## src/rtl/cpes_defs.svh

```systemverilog
/*
  Constants for the core performance event selector: event codes, unit masks,
  configuration register offsets and field positions, reset values.
  Assumes it is included by its bare name from files under rtl/.
*/
`ifndef CPES_DEFS_SVH
`define CPES_DEFS_SVH

// ****************************************************************
// Event codes
// ****************************************************************
`define CPES_EV_CACHE_LOCK   8'h63
`define CPES_EV_IO_XACT      8'h6c
`define CPES_EV_ICACHE       8'h80
`define CPES_EV_BIG_XLATE    8'h82
`define CPES_EV_XLATE_MISS   8'h85
`define CPES_EV_LEN_STALL    8'h87
`define CPES_EV_BR_EXEC      8'h88
`define CPES_EV_BR_MISP      8'h89
`define CPES_EV_RES_STALL    8'ha2
`define CPES_EV_FUSED        8'ha6
`define CPES_EV_REDIRECT     8'ha7
`define CPES_EV_LOOP_REPLAY  8'ha8
`define CPES_EV_XLATE_FLUSH  8'hae
`define CPES_EV_UNCORE_WB    8'hb0
`define CPES_EV_PORT_OPS     8'hb1

// ****************************************************************
// Unit masks
// ****************************************************************
`define CPES_UM_01           8'h01
`define CPES_UM_02           8'h02
`define CPES_UM_03           8'h03
`define CPES_UM_04           8'h04
`define CPES_UM_08           8'h08
`define CPES_UM_0F           8'h0f
`define CPES_UM_40           8'h40
`define CPES_UM_1F           8'h1f
`define CPES_UM_3F           8'h3f
`define CPES_BR_CLASS_MASK   8'h7f

// ****************************************************************
// Register map (word offsets, word index on the bus)
// ****************************************************************
`define CPES_NUM_CTR         4
`define CPES_REG_STRIDE      4
`define CPES_OFF_SEL         2'h0
`define CPES_OFF_COUNT_LO    2'h1
`define CPES_OFF_COUNT_HI    2'h2
`define CPES_OFF_STATUS      2'h3
`define CPES_ADDR_W          4

// Select register fields.
`define CPES_SEL_EVENT_LSB   0
`define CPES_SEL_UMASK_LSB   8
`define CPES_SEL_EDGE_BIT    18
`define CPES_SEL_EN_BIT      22
`define CPES_SEL_INV_BIT     23
`define CPES_SEL_CMASK_LSB   24
`define CPES_SEL_RESET       32'h0000_0000
`define CPES_CNT_W           48
`define CPES_INC_W           4

`endif

```

## src/rtl/cpes_pkg.sv

```systemverilog
/*
  Types shared by the core performance event selector.
  Assumes the constants header is compiled alongside.
*/
package cpes_pkg;
  typedef enum logic [0:0] {
    CPES_BUS_IDLE = 1'b0,
    CPES_BUS_DONE = 1'b1
  } cpes_bus_t;
endpackage

```

## src/rtl/cpes_event_selector.sv

```systemverilog
/*
  Core performance event selector: four programmable counters, each picking one
  event by event code and unit mask and adding its per-cycle occurrence count; counters 2 and 3 hold still on lock events.
  Assumes event sources run on CLK and present one-cycle pulses or levels, and that
  software reaches the select and count registers over Avalon-MM.
*/
`timescale 1ns/1ps
`include "cpes_defs.svh"

module cpes_event_selector
  import cpes_pkg::*;
(
  input  wire logic        CLK,
  input  wire logic        RESETN,
  input  wire logic [3:0]  AVS_ADDRESS,
  input  wire logic        AVS_READ,
  input  wire logic        AVS_WRITE,
  input  wire logic [31:0] AVS_WRITEDATA,
  input  wire logic [3:0]  AVS_BYTEENABLE,
  output logic      [31:0] AVS_READDATA,
  output logic             AVS_WAITREQUEST,
  input  wire logic        LOCK_UNCACHEABLE,
  input  wire logic        LOCK_SPLIT_LINE,
  input  wire logic        LOCK_UNCACHED_WALK,
  input  wire logic        DATA_LINE_LOCKED,
  input  wire logic        IO_DONE,
  input  wire logic        ICACHE_HIT,
  input  wire logic        ICACHE_MISS,
  input  wire logic        ICACHE_BYPASS_FETCH,
  input  wire logic        FETCH_STALL,
  input  wire logic        BIG_XLATE_HIT,
  input  wire logic        XLATE_WALK_START,
  input  wire logic        XLATE_WALK_DONE,
  input  wire logic [3:0]  LEN_STALL_CAUSE,
  input  wire logic        BR_EXEC,
  input  wire logic        BR_MISP,
  input  wire logic [6:0]  BR_CLASS,
  input  wire logic [7:0]  RES_STALL_CAUSE,
  input  wire logic        STORE_BUFS_FULL,
  input  wire logic        STORE_COMMIT,
  input  wire logic        FUSED_DECODE,
  input  wire logic        FORCED_REDIRECT,
  input  wire logic [2:0]  LOOP_REPLAY_OPS,
  input  wire logic        XLATE_FLUSH,
  input  wire logic        UNCORE_WB,
  input  wire logic [5:0]  PORT_OP,
  output logic             STORE_STALL,
  output logic [3:0]       COUNTER_ACTIVE
);

  // ****************************************************************
  // Event conditioning
  // ****************************************************************
  logic       dual_lock;
  logic       store_stall;
  logic [2:0] core_port_ops;
  logic       miss_seen;

  // The combined lock is the union of the three locking causes.
  assign dual_lock = LOCK_UNCACHEABLE | LOCK_SPLIT_LINE | LOCK_UNCACHED_WALK;

  // Store stall starts when all buffers fill and ends on a commit; commit wins.
  always_ff @(posedge CLK or negedge RESETN) begin
    if (!RESETN) begin
      store_stall <= 1'b0;
    end else if (STORE_COMMIT) begin
      store_stall <= 1'b0;
    end else if (STORE_BUFS_FULL) begin
      store_stall <= 1'b1;
    end
  end

  // A miss held high for several cycles is counted only on its first cycle under unit mask 02.
  always_ff @(posedge CLK or negedge RESETN) begin
    if (!RESETN) begin
      miss_seen <= 1'b0;
    end else begin
      miss_seen <= ICACHE_MISS;
    end
  end

  // Ports 2..4 come from a shared core source, so they are never split by thread.
  assign core_port_ops = PORT_OP[4:2];

  always_ff @(posedge CLK or negedge RESETN) begin
    if (!RESETN) begin
      STORE_STALL <= 1'b0;
    end else begin
      STORE_STALL <= store_stall;
    end
  end

  // ****************************************************************
  // Per-counter selection and counting
  // ****************************************************************
  logic [31:0]            sel   [`CPES_NUM_CTR];
  logic [`CPES_CNT_W-1:0] count [`CPES_NUM_CTR];
  logic [3:0]             active;

  genvar g;
  generate
    for (g = 0; g < `CPES_NUM_CTR; g = g + 1) begin : gen_ctr
      logic [7:0]             ev;
      logic [7:0]             um;
      logic [7:0]             cmask;
      logic                   inv;
      logic                   edge_en;
      logic                   en;
      logic [`CPES_INC_W-1:0] raw;
      logic [`CPES_INC_W-1:0] next_inc;
      logic                   thr_hit;
      logic                   prev_thr;
      logic                   low_only;
      logic                   act;

      assign ev      = sel[g][`CPES_SEL_EVENT_LSB +: 8];
      assign um      = sel[g][`CPES_SEL_UMASK_LSB +: 8];
      assign cmask   = sel[g][`CPES_SEL_CMASK_LSB +: 8];
      assign inv     = sel[g][`CPES_SEL_INV_BIT];
      assign edge_en = sel[g][`CPES_SEL_EDGE_BIT];
      assign en      = sel[g][`CPES_SEL_EN_BIT];
      assign low_only = (ev == `CPES_EV_CACHE_LOCK);

      // Decode the selection into this cycle's raw occurrence count.
      always_comb begin
        raw = '0;
        unique case (ev)
          `CPES_EV_CACHE_LOCK: begin
            if (um == `CPES_UM_01) raw = {3'h0, dual_lock};
            if (um == `CPES_UM_02) raw = {3'h0, DATA_LINE_LOCKED};
          end
          `CPES_EV_IO_XACT: begin
            if (um == `CPES_UM_01) raw = {3'h0, IO_DONE};
          end
          `CPES_EV_ICACHE: begin
            if (um == `CPES_UM_01) raw = {3'h0, ICACHE_HIT};
            if (um == `CPES_UM_02) raw = {3'h0, ICACHE_MISS & ~miss_seen};
            if (um == `CPES_UM_03) raw = {3'h0, ICACHE_HIT | ICACHE_MISS | ICACHE_BYPASS_FETCH};
            if (um == `CPES_UM_04) raw = {3'h0, FETCH_STALL};
          end
          `CPES_EV_BIG_XLATE: begin
            if (um == `CPES_UM_01) raw = {3'h0, BIG_XLATE_HIT};
          end
          `CPES_EV_XLATE_MISS: begin
            if (um == `CPES_UM_01) raw = {3'h0, XLATE_WALK_START};
            if (um == `CPES_UM_02) raw = {3'h0, XLATE_WALK_DONE};
          end
          `CPES_EV_LEN_STALL: begin
            raw = {3'h0, |(LEN_STALL_CAUSE & um[3:0])};
          end
          `CPES_EV_BR_EXEC: begin
            raw = {3'h0, BR_EXEC & |(BR_CLASS & um[6:0])};
          end
          `CPES_EV_BR_MISP: begin
            // Direct classes cannot mispredict; they are masked out for good.
            raw = {3'h0, BR_MISP & |(BR_CLASS & um[6:0] & 7'h6d)};
          end
          `CPES_EV_RES_STALL: begin
            raw = {3'h0, |({RES_STALL_CAUSE[7:4], store_stall, RES_STALL_CAUSE[2:0]} & um)};
          end
          `CPES_EV_FUSED: begin
            if (um == `CPES_UM_01) raw = {3'h0, FUSED_DECODE};
          end
          `CPES_EV_REDIRECT: begin
            if (um == `CPES_UM_01) raw = {3'h0, FORCED_REDIRECT};
          end
          `CPES_EV_LOOP_REPLAY: begin
            if (um == `CPES_UM_01) raw = {1'b0, LOOP_REPLAY_OPS};
          end
          `CPES_EV_XLATE_FLUSH: begin
            if (um == `CPES_UM_01) raw = {3'h0, XLATE_FLUSH};
          end
          `CPES_EV_UNCORE_WB: begin
            if (um == `CPES_UM_40) raw = {3'h0, UNCORE_WB};
          end
          `CPES_EV_PORT_OPS: begin
            // Weighted count is the number of selected ports busy this cycle.
            raw = 4'(PORT_OP[0] & um[0]) + 4'(PORT_OP[1] & um[1]) + 4'(core_port_ops[0] & um[2]) +
                  4'(core_port_ops[1] & um[3]) + 4'(core_port_ops[2] & um[4]) + 4'(PORT_OP[5] & um[5]);
          end
          default: raw = '0;
        endcase
      end

      // Threshold, inversion and edge shape the count as the selector fields ask.
      assign thr_hit = inv ? ({4'h0, raw} < cmask) : ({4'h0, raw} >= cmask);

      always_comb begin
        if (cmask == 8'h00) begin
          next_inc = raw;
        end else if (edge_en) begin
          next_inc = {3'h0, thr_hit & ~prev_thr};
        end else begin
          next_inc = {3'h0, thr_hit};
        end
      end

      always_ff @(posedge CLK or negedge RESETN) begin
        if (!RESETN) begin
          prev_thr <= 1'b0;
        end else begin
          prev_thr <= thr_hit;
        end
      end

      // Lock events on counters above 1 hold the count still.
      always_ff @(posedge CLK or negedge RESETN) begin
        if (!RESETN) begin
          count[g] <= '0;
        end else if (AVS_WRITE && !AVS_WAITREQUEST && AVS_ADDRESS == 4'(g * 4 + 1)) begin
          count[g][31:0] <= AVS_WRITEDATA;
        end else if (AVS_WRITE && !AVS_WAITREQUEST && AVS_ADDRESS == 4'(g * 4 + 2)) begin
          count[g][47:32] <= AVS_WRITEDATA[15:0];
        end else if (en && !(low_only && g > 1)) begin
          count[g] <= count[g] + {44'h0, next_inc};
        end
      end

      // Each counter keeps its own activity flop so the shared vector has one driver per bit.
      always_ff @(posedge CLK or negedge RESETN) begin
        if (!RESETN) begin
          act <= 1'b0;
        end else begin
          act <= en && !(low_only && g > 1) && (next_inc != '0);
        end
      end

      assign active[g] = act;

      // Select register write with byte enables.
      always_ff @(posedge CLK or negedge RESETN) begin
        if (!RESETN) begin
          sel[g] <= `CPES_SEL_RESET;
        end else if (AVS_WRITE && !AVS_WAITREQUEST && AVS_ADDRESS == 4'(g * 4)) begin
          for (int b = 0; b < 4; b++) begin
            if (AVS_BYTEENABLE[b]) sel[g][b*8 +: 8] <= AVS_WRITEDATA[b*8 +: 8];
          end
        end
      end
    end
  endgenerate

  always_ff @(posedge CLK or negedge RESETN) begin
    if (!RESETN) begin
      COUNTER_ACTIVE <= 4'h0;
    end else begin
      COUNTER_ACTIVE <= active;
    end
  end

  // ****************************************************************
  // Avalon-MM slave
  // ****************************************************************
  cpes_bus_t bus_state;
  logic [1:0] ctr_idx;
  logic [1:0] reg_idx;

  assign ctr_idx = AVS_ADDRESS[3:2];
  assign reg_idx = AVS_ADDRESS[1:0];

  // Waitrequest drops for one cycle after a request is seen, so every access takes two cycles.
  always_ff @(posedge CLK or negedge RESETN) begin
    if (!RESETN) begin
      bus_state       <= CPES_BUS_IDLE;
      AVS_WAITREQUEST <= 1'b1;
    end else begin
      unique case (bus_state)
        CPES_BUS_IDLE: begin
          if (AVS_READ || AVS_WRITE) begin
            bus_state       <= CPES_BUS_DONE;
            AVS_WAITREQUEST <= 1'b0;
          end
        end
        CPES_BUS_DONE: begin
          bus_state       <= CPES_BUS_IDLE;
          AVS_WAITREQUEST <= 1'b1;
        end
      endcase
    end
  end

  // Read data is registered while waitrequest is still high, so it stands at the taking edge.
  always_ff @(posedge CLK or negedge RESETN) begin
    if (!RESETN) begin
      AVS_READDATA <= 32'h0;
    end else if (AVS_READ && bus_state == CPES_BUS_IDLE) begin
      unique case (reg_idx)
        `CPES_OFF_SEL:      AVS_READDATA <= sel[ctr_idx];
        `CPES_OFF_COUNT_LO: AVS_READDATA <= count[ctr_idx][31:0];
        `CPES_OFF_COUNT_HI: AVS_READDATA <= {16'h0, count[ctr_idx][47:32]};
        `CPES_OFF_STATUS:   AVS_READDATA <= {30'h0, store_stall, active[ctr_idx]};
      endcase
    end
  end

endmodule // cpes_event_selector

```

## config.mk

```make
export PLATFORM = sky130hd
export DESIGN_NAME = cpes_event_selector
export DESIGN_NICKNAME = d
export VERILOG_FILES = /design/src/rtl/cpes_pkg.sv /design/src/rtl/cpes_event_selector.sv
export VERILOG_INCLUDE_DIRS = /design/src /design/src/rtl
export SDC_FILE = /design/constraint.sdc
export NUM_CORES = 1
export LEC_CHECK = 0
export BUFFER_PORTS_ARGS = -buffer_cell sky130_fd_sc_hd__buf_4
export CORE_UTILIZATION = 40
export CTS_CLUSTER_DIAMETER = 40
export CTS_CLUSTER_SIZE = 12
export DETAILED_ROUTE_END_ITERATION = 6
export GPL_TIMING_DRIVEN = 0
export PLACE_DENSITY = 0.67
export RECOVER_POWER = 25
export SETUP_SLACK_MARGIN = 0.5
export SLEW_MARGIN = 20
export SYNTH_ARGS = -nofsm -noshare
export SYNTH_HDL_FRONTEND = slang
export SYNTH_SLANG_ARGS = --single-unit
```

## constraint.sdc

```tcl
create_clock -name CLK -period 15.79 [get_ports CLK]
set_input_delay 1.579 -clock CLK [delete_from_list [all_inputs] [get_ports CLK]]
set_output_delay 1.579 -clock CLK [all_outputs]
set_load 0.005 [all_outputs]
```

==> impl_results.md, run 1 <==
* Status: finished with violations
* Failing checks: DRC, capacitance limit, slew limit
* Fin. Hold Viols at 0
* Setup CP Type: input pin to async pin
* Main synth FF type: dfrtp_1
* Hold Startpoint: gen_ctr[1].act$_DFF_PN0_
* Period minus WS final at 8.28 ns
* Reg2reg end: count[118]$_DFFE_PN0P_
* Worst-path fanout max at 96
* First-pass GRT wire length at 136 mm
* Grt total ovfl at 0
* Area growth, synth to finish at 17.7%
* Share of layout cells above drive strength 1 at 19.3%
* Resized Gates After CTS at 0
* Worst EP required at 15.28 ns
* Mean Syn Cell Area at 9.69 um^2
* Post-CTS Setup Bufs at 0
* Crit path max-delay family: buffers and inverters
* Clk sinks at 369
* DP Worst Slack at 7.44 ns
* CTS Hold Bufs at 0
* Synth top area cells: dfrtp_1, mux4_2, mux2_2
* H-tree level count at 2
* Synth Instances at 2406
* Die X at 243 um
* Chip Height at 243 um
* IO Count at 130
* Top cells by count, synth: dfrtp_1, nand2_1, nor2_1
* Synth warn at 0
* CTS tree: yes
* Initial antenna violation count at 2
* CTS root buffer: clkbuf_16
* Cell Rows at 88
* Crit-path slowest cell: clkbuf_1
* Largest net degree at the start of global routing at 97
* Reg2Reg Depth at 26
* Detail Route Antenna Nets at 0
* Post-synthesis register bit count at 369
* PnR worst setup slack at 7.51 ns
* CP Capture Type: async pin
* Critical path launch point type: input pin
* Via count at 22.0k
* GRT Util Overall at 30.4%
* DRC viols at 4
* Hold Path End: COUNTER_ACTIVE[1]$_DFF_PN0_
* Hold depth at 0
* Tcrit/Tclk final at 52.4%
* Crit-path cells: clkbuf_1, clkbuf_1
* RSZ-0062 raised after global routing: no
* Clock buffer count from CTS at 58
* Area of the multi-input gates at 13400 um^2
* Netlist cell types at 94
* Vias in the first global route at 20.9k
* NumNets Final at 2732
* Initial drt markers at 2832
* VDD IR max at 94.7 uV
* Least-Margin Pin Slew at 5.11 ns
* Die area at 59300 um^2
* Sequential area share after synthesis at 39.6%
* Detailed Route WL at 91.8 mm
* Via density at 6.44
* Hold Crit Class: flip-flop to flip-flop
* Async S/R FF share, synth at 100%
* Clock Skew at 0.0288 ns
* Netlist Area Pre-Place at 23300 um^2
* Post-DP HPWL at 68.7 mm
* Stages on worst setup path at 2
* CP arrival at 7.77 ns
* Buf/Inv on CP at 2
* Post-synth EDFFs at 0
* PortBufs at 126
* Wire per inst at 26.9 um
* Pre-antenna DRT Iters at 7
* Top-count cell post-synth: dfrtp_1
* Sequential Area at 9240 um^2
* Clock transition at path regs at 0.05 ns
* CTS Buffer Depth at 3
* Fmax at 121 MHz
* Final setup vio count at 0
* GPL Wtd Cong at 1.01
* Layout fillers at 5445
* Area of the core at 57700 um^2
* TNS Setup at 0 ns
* Worst R2R Setup Slack at 8.32 ns
* Starting Density at 40.4%
* Slew Limit Fails at 221
* MaxCap Viol Count at 3
* Cell accounting for the most synthesized area: dfrtp_1
* R2R Path Start: gen_ctr[1].um[0]$_DFFE_PN0P_
* Cell Pwr Density at 133 nW/um^2
* Post-synth top area share at 39.5%
* Leak Pwr at 11.2 nW
* Worst-Skew Late Latency at 0.64 ns
* Cell mode on critical path: clkbuf_1
* Slew HR at -240%
* Worst stage delay on the critical path at 3.71 ns
* Syn Nets at 2542
[per-layer routing]
layer / routed length, um / track usage [%] / vias to the layer above / part of all wire [%]
li1: - / - / 9299 / -
met1: 36600 / 41.5 / 11000 / 40
met2: 40800 / 46.4 / 1450 / 44
met3: 10100 / 6.79 / 266 / 11
met4: 4350 / 13.0 / 2 / 4.7
met5: 12 / 0 / - / 0.013
[registers in the layout (all words and copies together) (netlist names), 4 cells and up]
register	flops
COUNTER_ACTIVE	4
gen_ctr.ev	32
count	192
gen_ctr.um	32
gen_ctr.inv	4
sel	20
gen_ctr.act	4
AVS_READDATA	32
gen_ctr.prev_thr	4
gen_ctr.cmask	32
gen_ctr.edge_en	4
gen_ctr.en	4
[through the flow]
step	cells	power (mW)	cell area [um^2]	hold slack [ns]	utilization [%]
finish	3411	3.66	27400	0.375	47.6
global route	3409	3.80	27400	0.381	47.6
CTS	3409	3.64	27500	0.379	47.6
detailed placement	3301	2.23	25300	0.367	43.9
global placement	3297	2.19	25200	0.367	43.7
floorplan	2406	1.85	23300	0.349	-
[worst max-delay path by stage]
stage / start / endpoint / slack, ns
after global placement: PORT_OP[0] / count[168]$_DFFE_PN0P_ / 7.57
after floorplan: PORT_OP[0] / count[184]$_DFFE_PN0P_ / 9.03
after detailed placement: PORT_OP[0] / count[168]$_DFFE_PN0P_ / 7.44
after CTS: PORT_OP[0] / count[168]$_DFFE_PN0P_ / 8.09
after global routing: RESETN / gen_ctr[2].ev[5]$_DFFE_PN0P_ / 6.09
final: RESETN / gen_ctr[2].ev[5]$_DFFE_PN0P_ / 7.51
[kinds of logic after synthesis]
| kind of cell | share of synthesized area [%] |
|---|---|
| fa+ha+maj | 2.88 |
| compound gates | 13.4 |
| flops | 39.6 |
| mux | 16.3 |
| xor+xnor | 4.51 |
| simple gates | 20.0 |
| buf+inv | 3.28 |
[area by class of cell]
type                            instances  area share, %
Multi-Input combinational cell       1839           48.7
Sequential cell                       369           33.7
Clock buffer                           67           5.67
Timing Repair Buffer                  130           3.63
Tap cell                              765           3.49
Clock inverter                         41           2.09
Buffer                                139           1.99
Inverter                               59          0.807
Antenna cell                            2         0.0182
[where the power goes]
| part | switching (mW) | internal [mW] |
|---|---|---|
| logic | 0.466 | 0.382 |
| clock network | 0.515 | 0.893 |
| registers | 0.260 | 1.15 |
| total | 1.24 | 2.42 |
[cell usage in the layout, fill, tap and decap left out, drive strengths merged, types with 70 or more instances in the layout]
cell type	synthesis	final
nand3	99	99
nor2	195	195
nand2	276	276
inv	58	70
buf	25	149
a21oi	175	175
o21ai	155	155
xor2	77	77
dfrtp	368	368
mux2	135	135
clkbuf	114	187
mux4	83	83
(Power assumes the default switching activity.)
==> run 2: changes to the inputs <==
Clock period 15.79 ns to 7.9 ns, I/O delays scaled along.
==> impl_results.md, run 2 (synthesis results as in run 1) <==
* Status: finished with violations
* Failing checks: DRC, capacitance limit, slew limit
* NumNets Final at 2732
* Post-DP HPWL at 68.7 mm
* Critical path launch point type: flip-flop
* Buf/Inv on CP at 2
* Fmax at 139 MHz
* Hold Crit Class: input pin to flip-flop
* CP Capture Type: flip-flop
* Crit path max-delay family: simple AND/OR/NAND/NOR gates
* Largest reg by FF count: count
* RSZ-0062 raised after global routing: no
* Via density at 6.42
* Number of flip-flops in the largest register at 192
* DRC viols at 16
* Cell Rows at 88
* Share of layout cells above drive strength 1 at 19.4%
* Die X at 243 um
* Vias in the first global route at 20.9k
* Worst stage delay on the critical path at 0.79 ns
* GPL Wtd Cong at 1.01
* TNS Setup at 0 ns
* MaxCap Viol Count at 3
* Period minus WS final at 7.18 ns
* Pre-antenna DRT Iters at 7
* GR peak layer: met2
* Tcrit/Tclk final at 90.9%
* Detailed Route WL at 91.6 mm
* PortBufs at 126
* Starting Density at 40.4%
* Initial drt markers at 2835
* Grt total ovfl at 0
* CTS Buffer Depth at 3
* Largest net degree at the start of global routing at 97
* Clk sinks at 369
* Setup CP Type: flip-flop to flip-flop
* Post-CTS Setup Bufs at 0
* Worst-path fanout max at 10
* Layout fillers at 5441
* CTS Hold Bufs at 0
* First-pass GRT wire length at 136 mm
* Commonest non-fill, non-tap cells in the layout: dfrtp_1, nand2_1, nor2_1
* Crit-path slowest cell: nor4_2
* Slew HR at -130%
* Leak Pwr at 11.3 nW
* Worst-Skew Late Latency at 0.63 ns
* Chip Height at 243 um
* GR Util met2 at 46.4%
* Initial antenna violation count at 2
* Clock transition at path regs at 0.06 ns
* Cell Pwr Density at 266 nW/um^2
* CTS root buffer: clkbuf_16
* Area of the core at 57700 um^2
* Detail Route Antenna Nets at 0
* Grt met1 use at 41.5%
* Slew Limit Fails at 221
* IO Count at 130
* Cell mode on critical path: nand2_1
* Worst EP required at 8.46 ns
* Via count at 21.9k
* GRT Util Overall at 30.4%
* Die area at 59300 um^2
* Clock Skew at 0.0261 ns
* GR Util met3 at 6.81%
* H-tree level count at 2
* Clock buffer count from CTS at 58
* CP arrival at 7.74 ns
* Area growth, synth to finish at 17.9%
* CTS tree: yes
* Final setup vio count at 0
* Commonest non-fill, non-tap cell in the layout: dfrtp_1
* Wire per inst at 26.9 um
* Least-Margin Pin Slew at 3.45 ns
* Hold WS at 0.322 ns
* Fin. Hold Viols at 0
* VDD IR max at 191 uV
==> run 2: cell types whose count changed in the layout (fill, tap and decap cells not counted), sizes merged <==
cell and delta:
clkbuf -1, diode -1, buf +1
==> run 2: repair_timing <==
item                                   CTS  global route
setup endpoints to repair                1            32
pin swaps                                0             0
endpoints found under the hold margin    0             0
resized for setup                        1             7
==> run 2: layout make-up <==
type / instances / area (um^2) / share of cell area [%]
clock buffer: 67 / 1560 / 5.66
timing repair buffer: 130 / 998 / 3.63
multi-input combinational: 1839 / 13400 / 48.7
buffer: 139 / 546 / 1.98
tap: 765 / 957 / 3.48
clock inverter: 41 / 574 / 2.09
antenna: 1 / 2.50 / 0.00910
sequential: 369 / 9240 / 33.6
inverter: 59 / 221 / 0.806
==> run 2: final timing paths <==
| path | start | endpoint | slack (ns) | depth (start not counted) |
|---|---|---|---|---|
| hold reg to reg | gen_ctr[1].act$_DFF_PN0_ | COUNTER_ACTIVE[1]$_DFF_PN0_ | 0.37 | 0 |
| hold / removal | STORE_COMMIT | store_stall$_DFFE_PN0P_ | 0.32 | 2 |
| setup / recovery | gen_ctr[1].um[0]$_DFFE_PN0P_ | count[121]$_DFFE_PN0P_ | 0.72 | 26 |
| max in group asynchronous | RESETN | miss_seen$_DFF_PN0_ | 2.09 | 4 |
| min in group asynchronous | RESETN | sel[51]$_DFFE_PN0P_ | 1.28 | 1 |
| setup reg to reg | gen_ctr[1].um[0]$_DFFE_PN0P_ | count[121]$_DFFE_PN0P_ | 0.72 | 26 |
==> run 2: routing by layer <==
layer,up-vias,share of wire (%)
met2,1368,45
met4,2,4.5
met1,11000,40
li1,9310,-
met5,-,0.013
met3,239,11
==> run 2: power by group <==
group	switching (mW)	leakage, nW	internal [mW]
clock network	1.03	1.03	1.79
registers	0.522	4.77	2.29
logic	0.934	5.50	0.763
total	2.48	11.3	4.84
==> run 2: through the flow <==
step / instance area [um^2] / std cells / total power [mW] / util, % / setup slack, ns
final: 27500 / 3410 / 7.32 / 47.6 / 0.719
after global placement: 25200 / 3297 / 4.38 / 43.7 / 0.465
after detailed placement: 25300 / 3301 / 4.46 / 43.9 / 0.336
after global routing: 27500 / 3409 / 7.59 / 47.6 / 0.511
after CTS: 27500 / 3409 / 7.28 / 47.6 / 0.648
after floorplan: 23300 / 2406 / 3.71 / - / 1.93
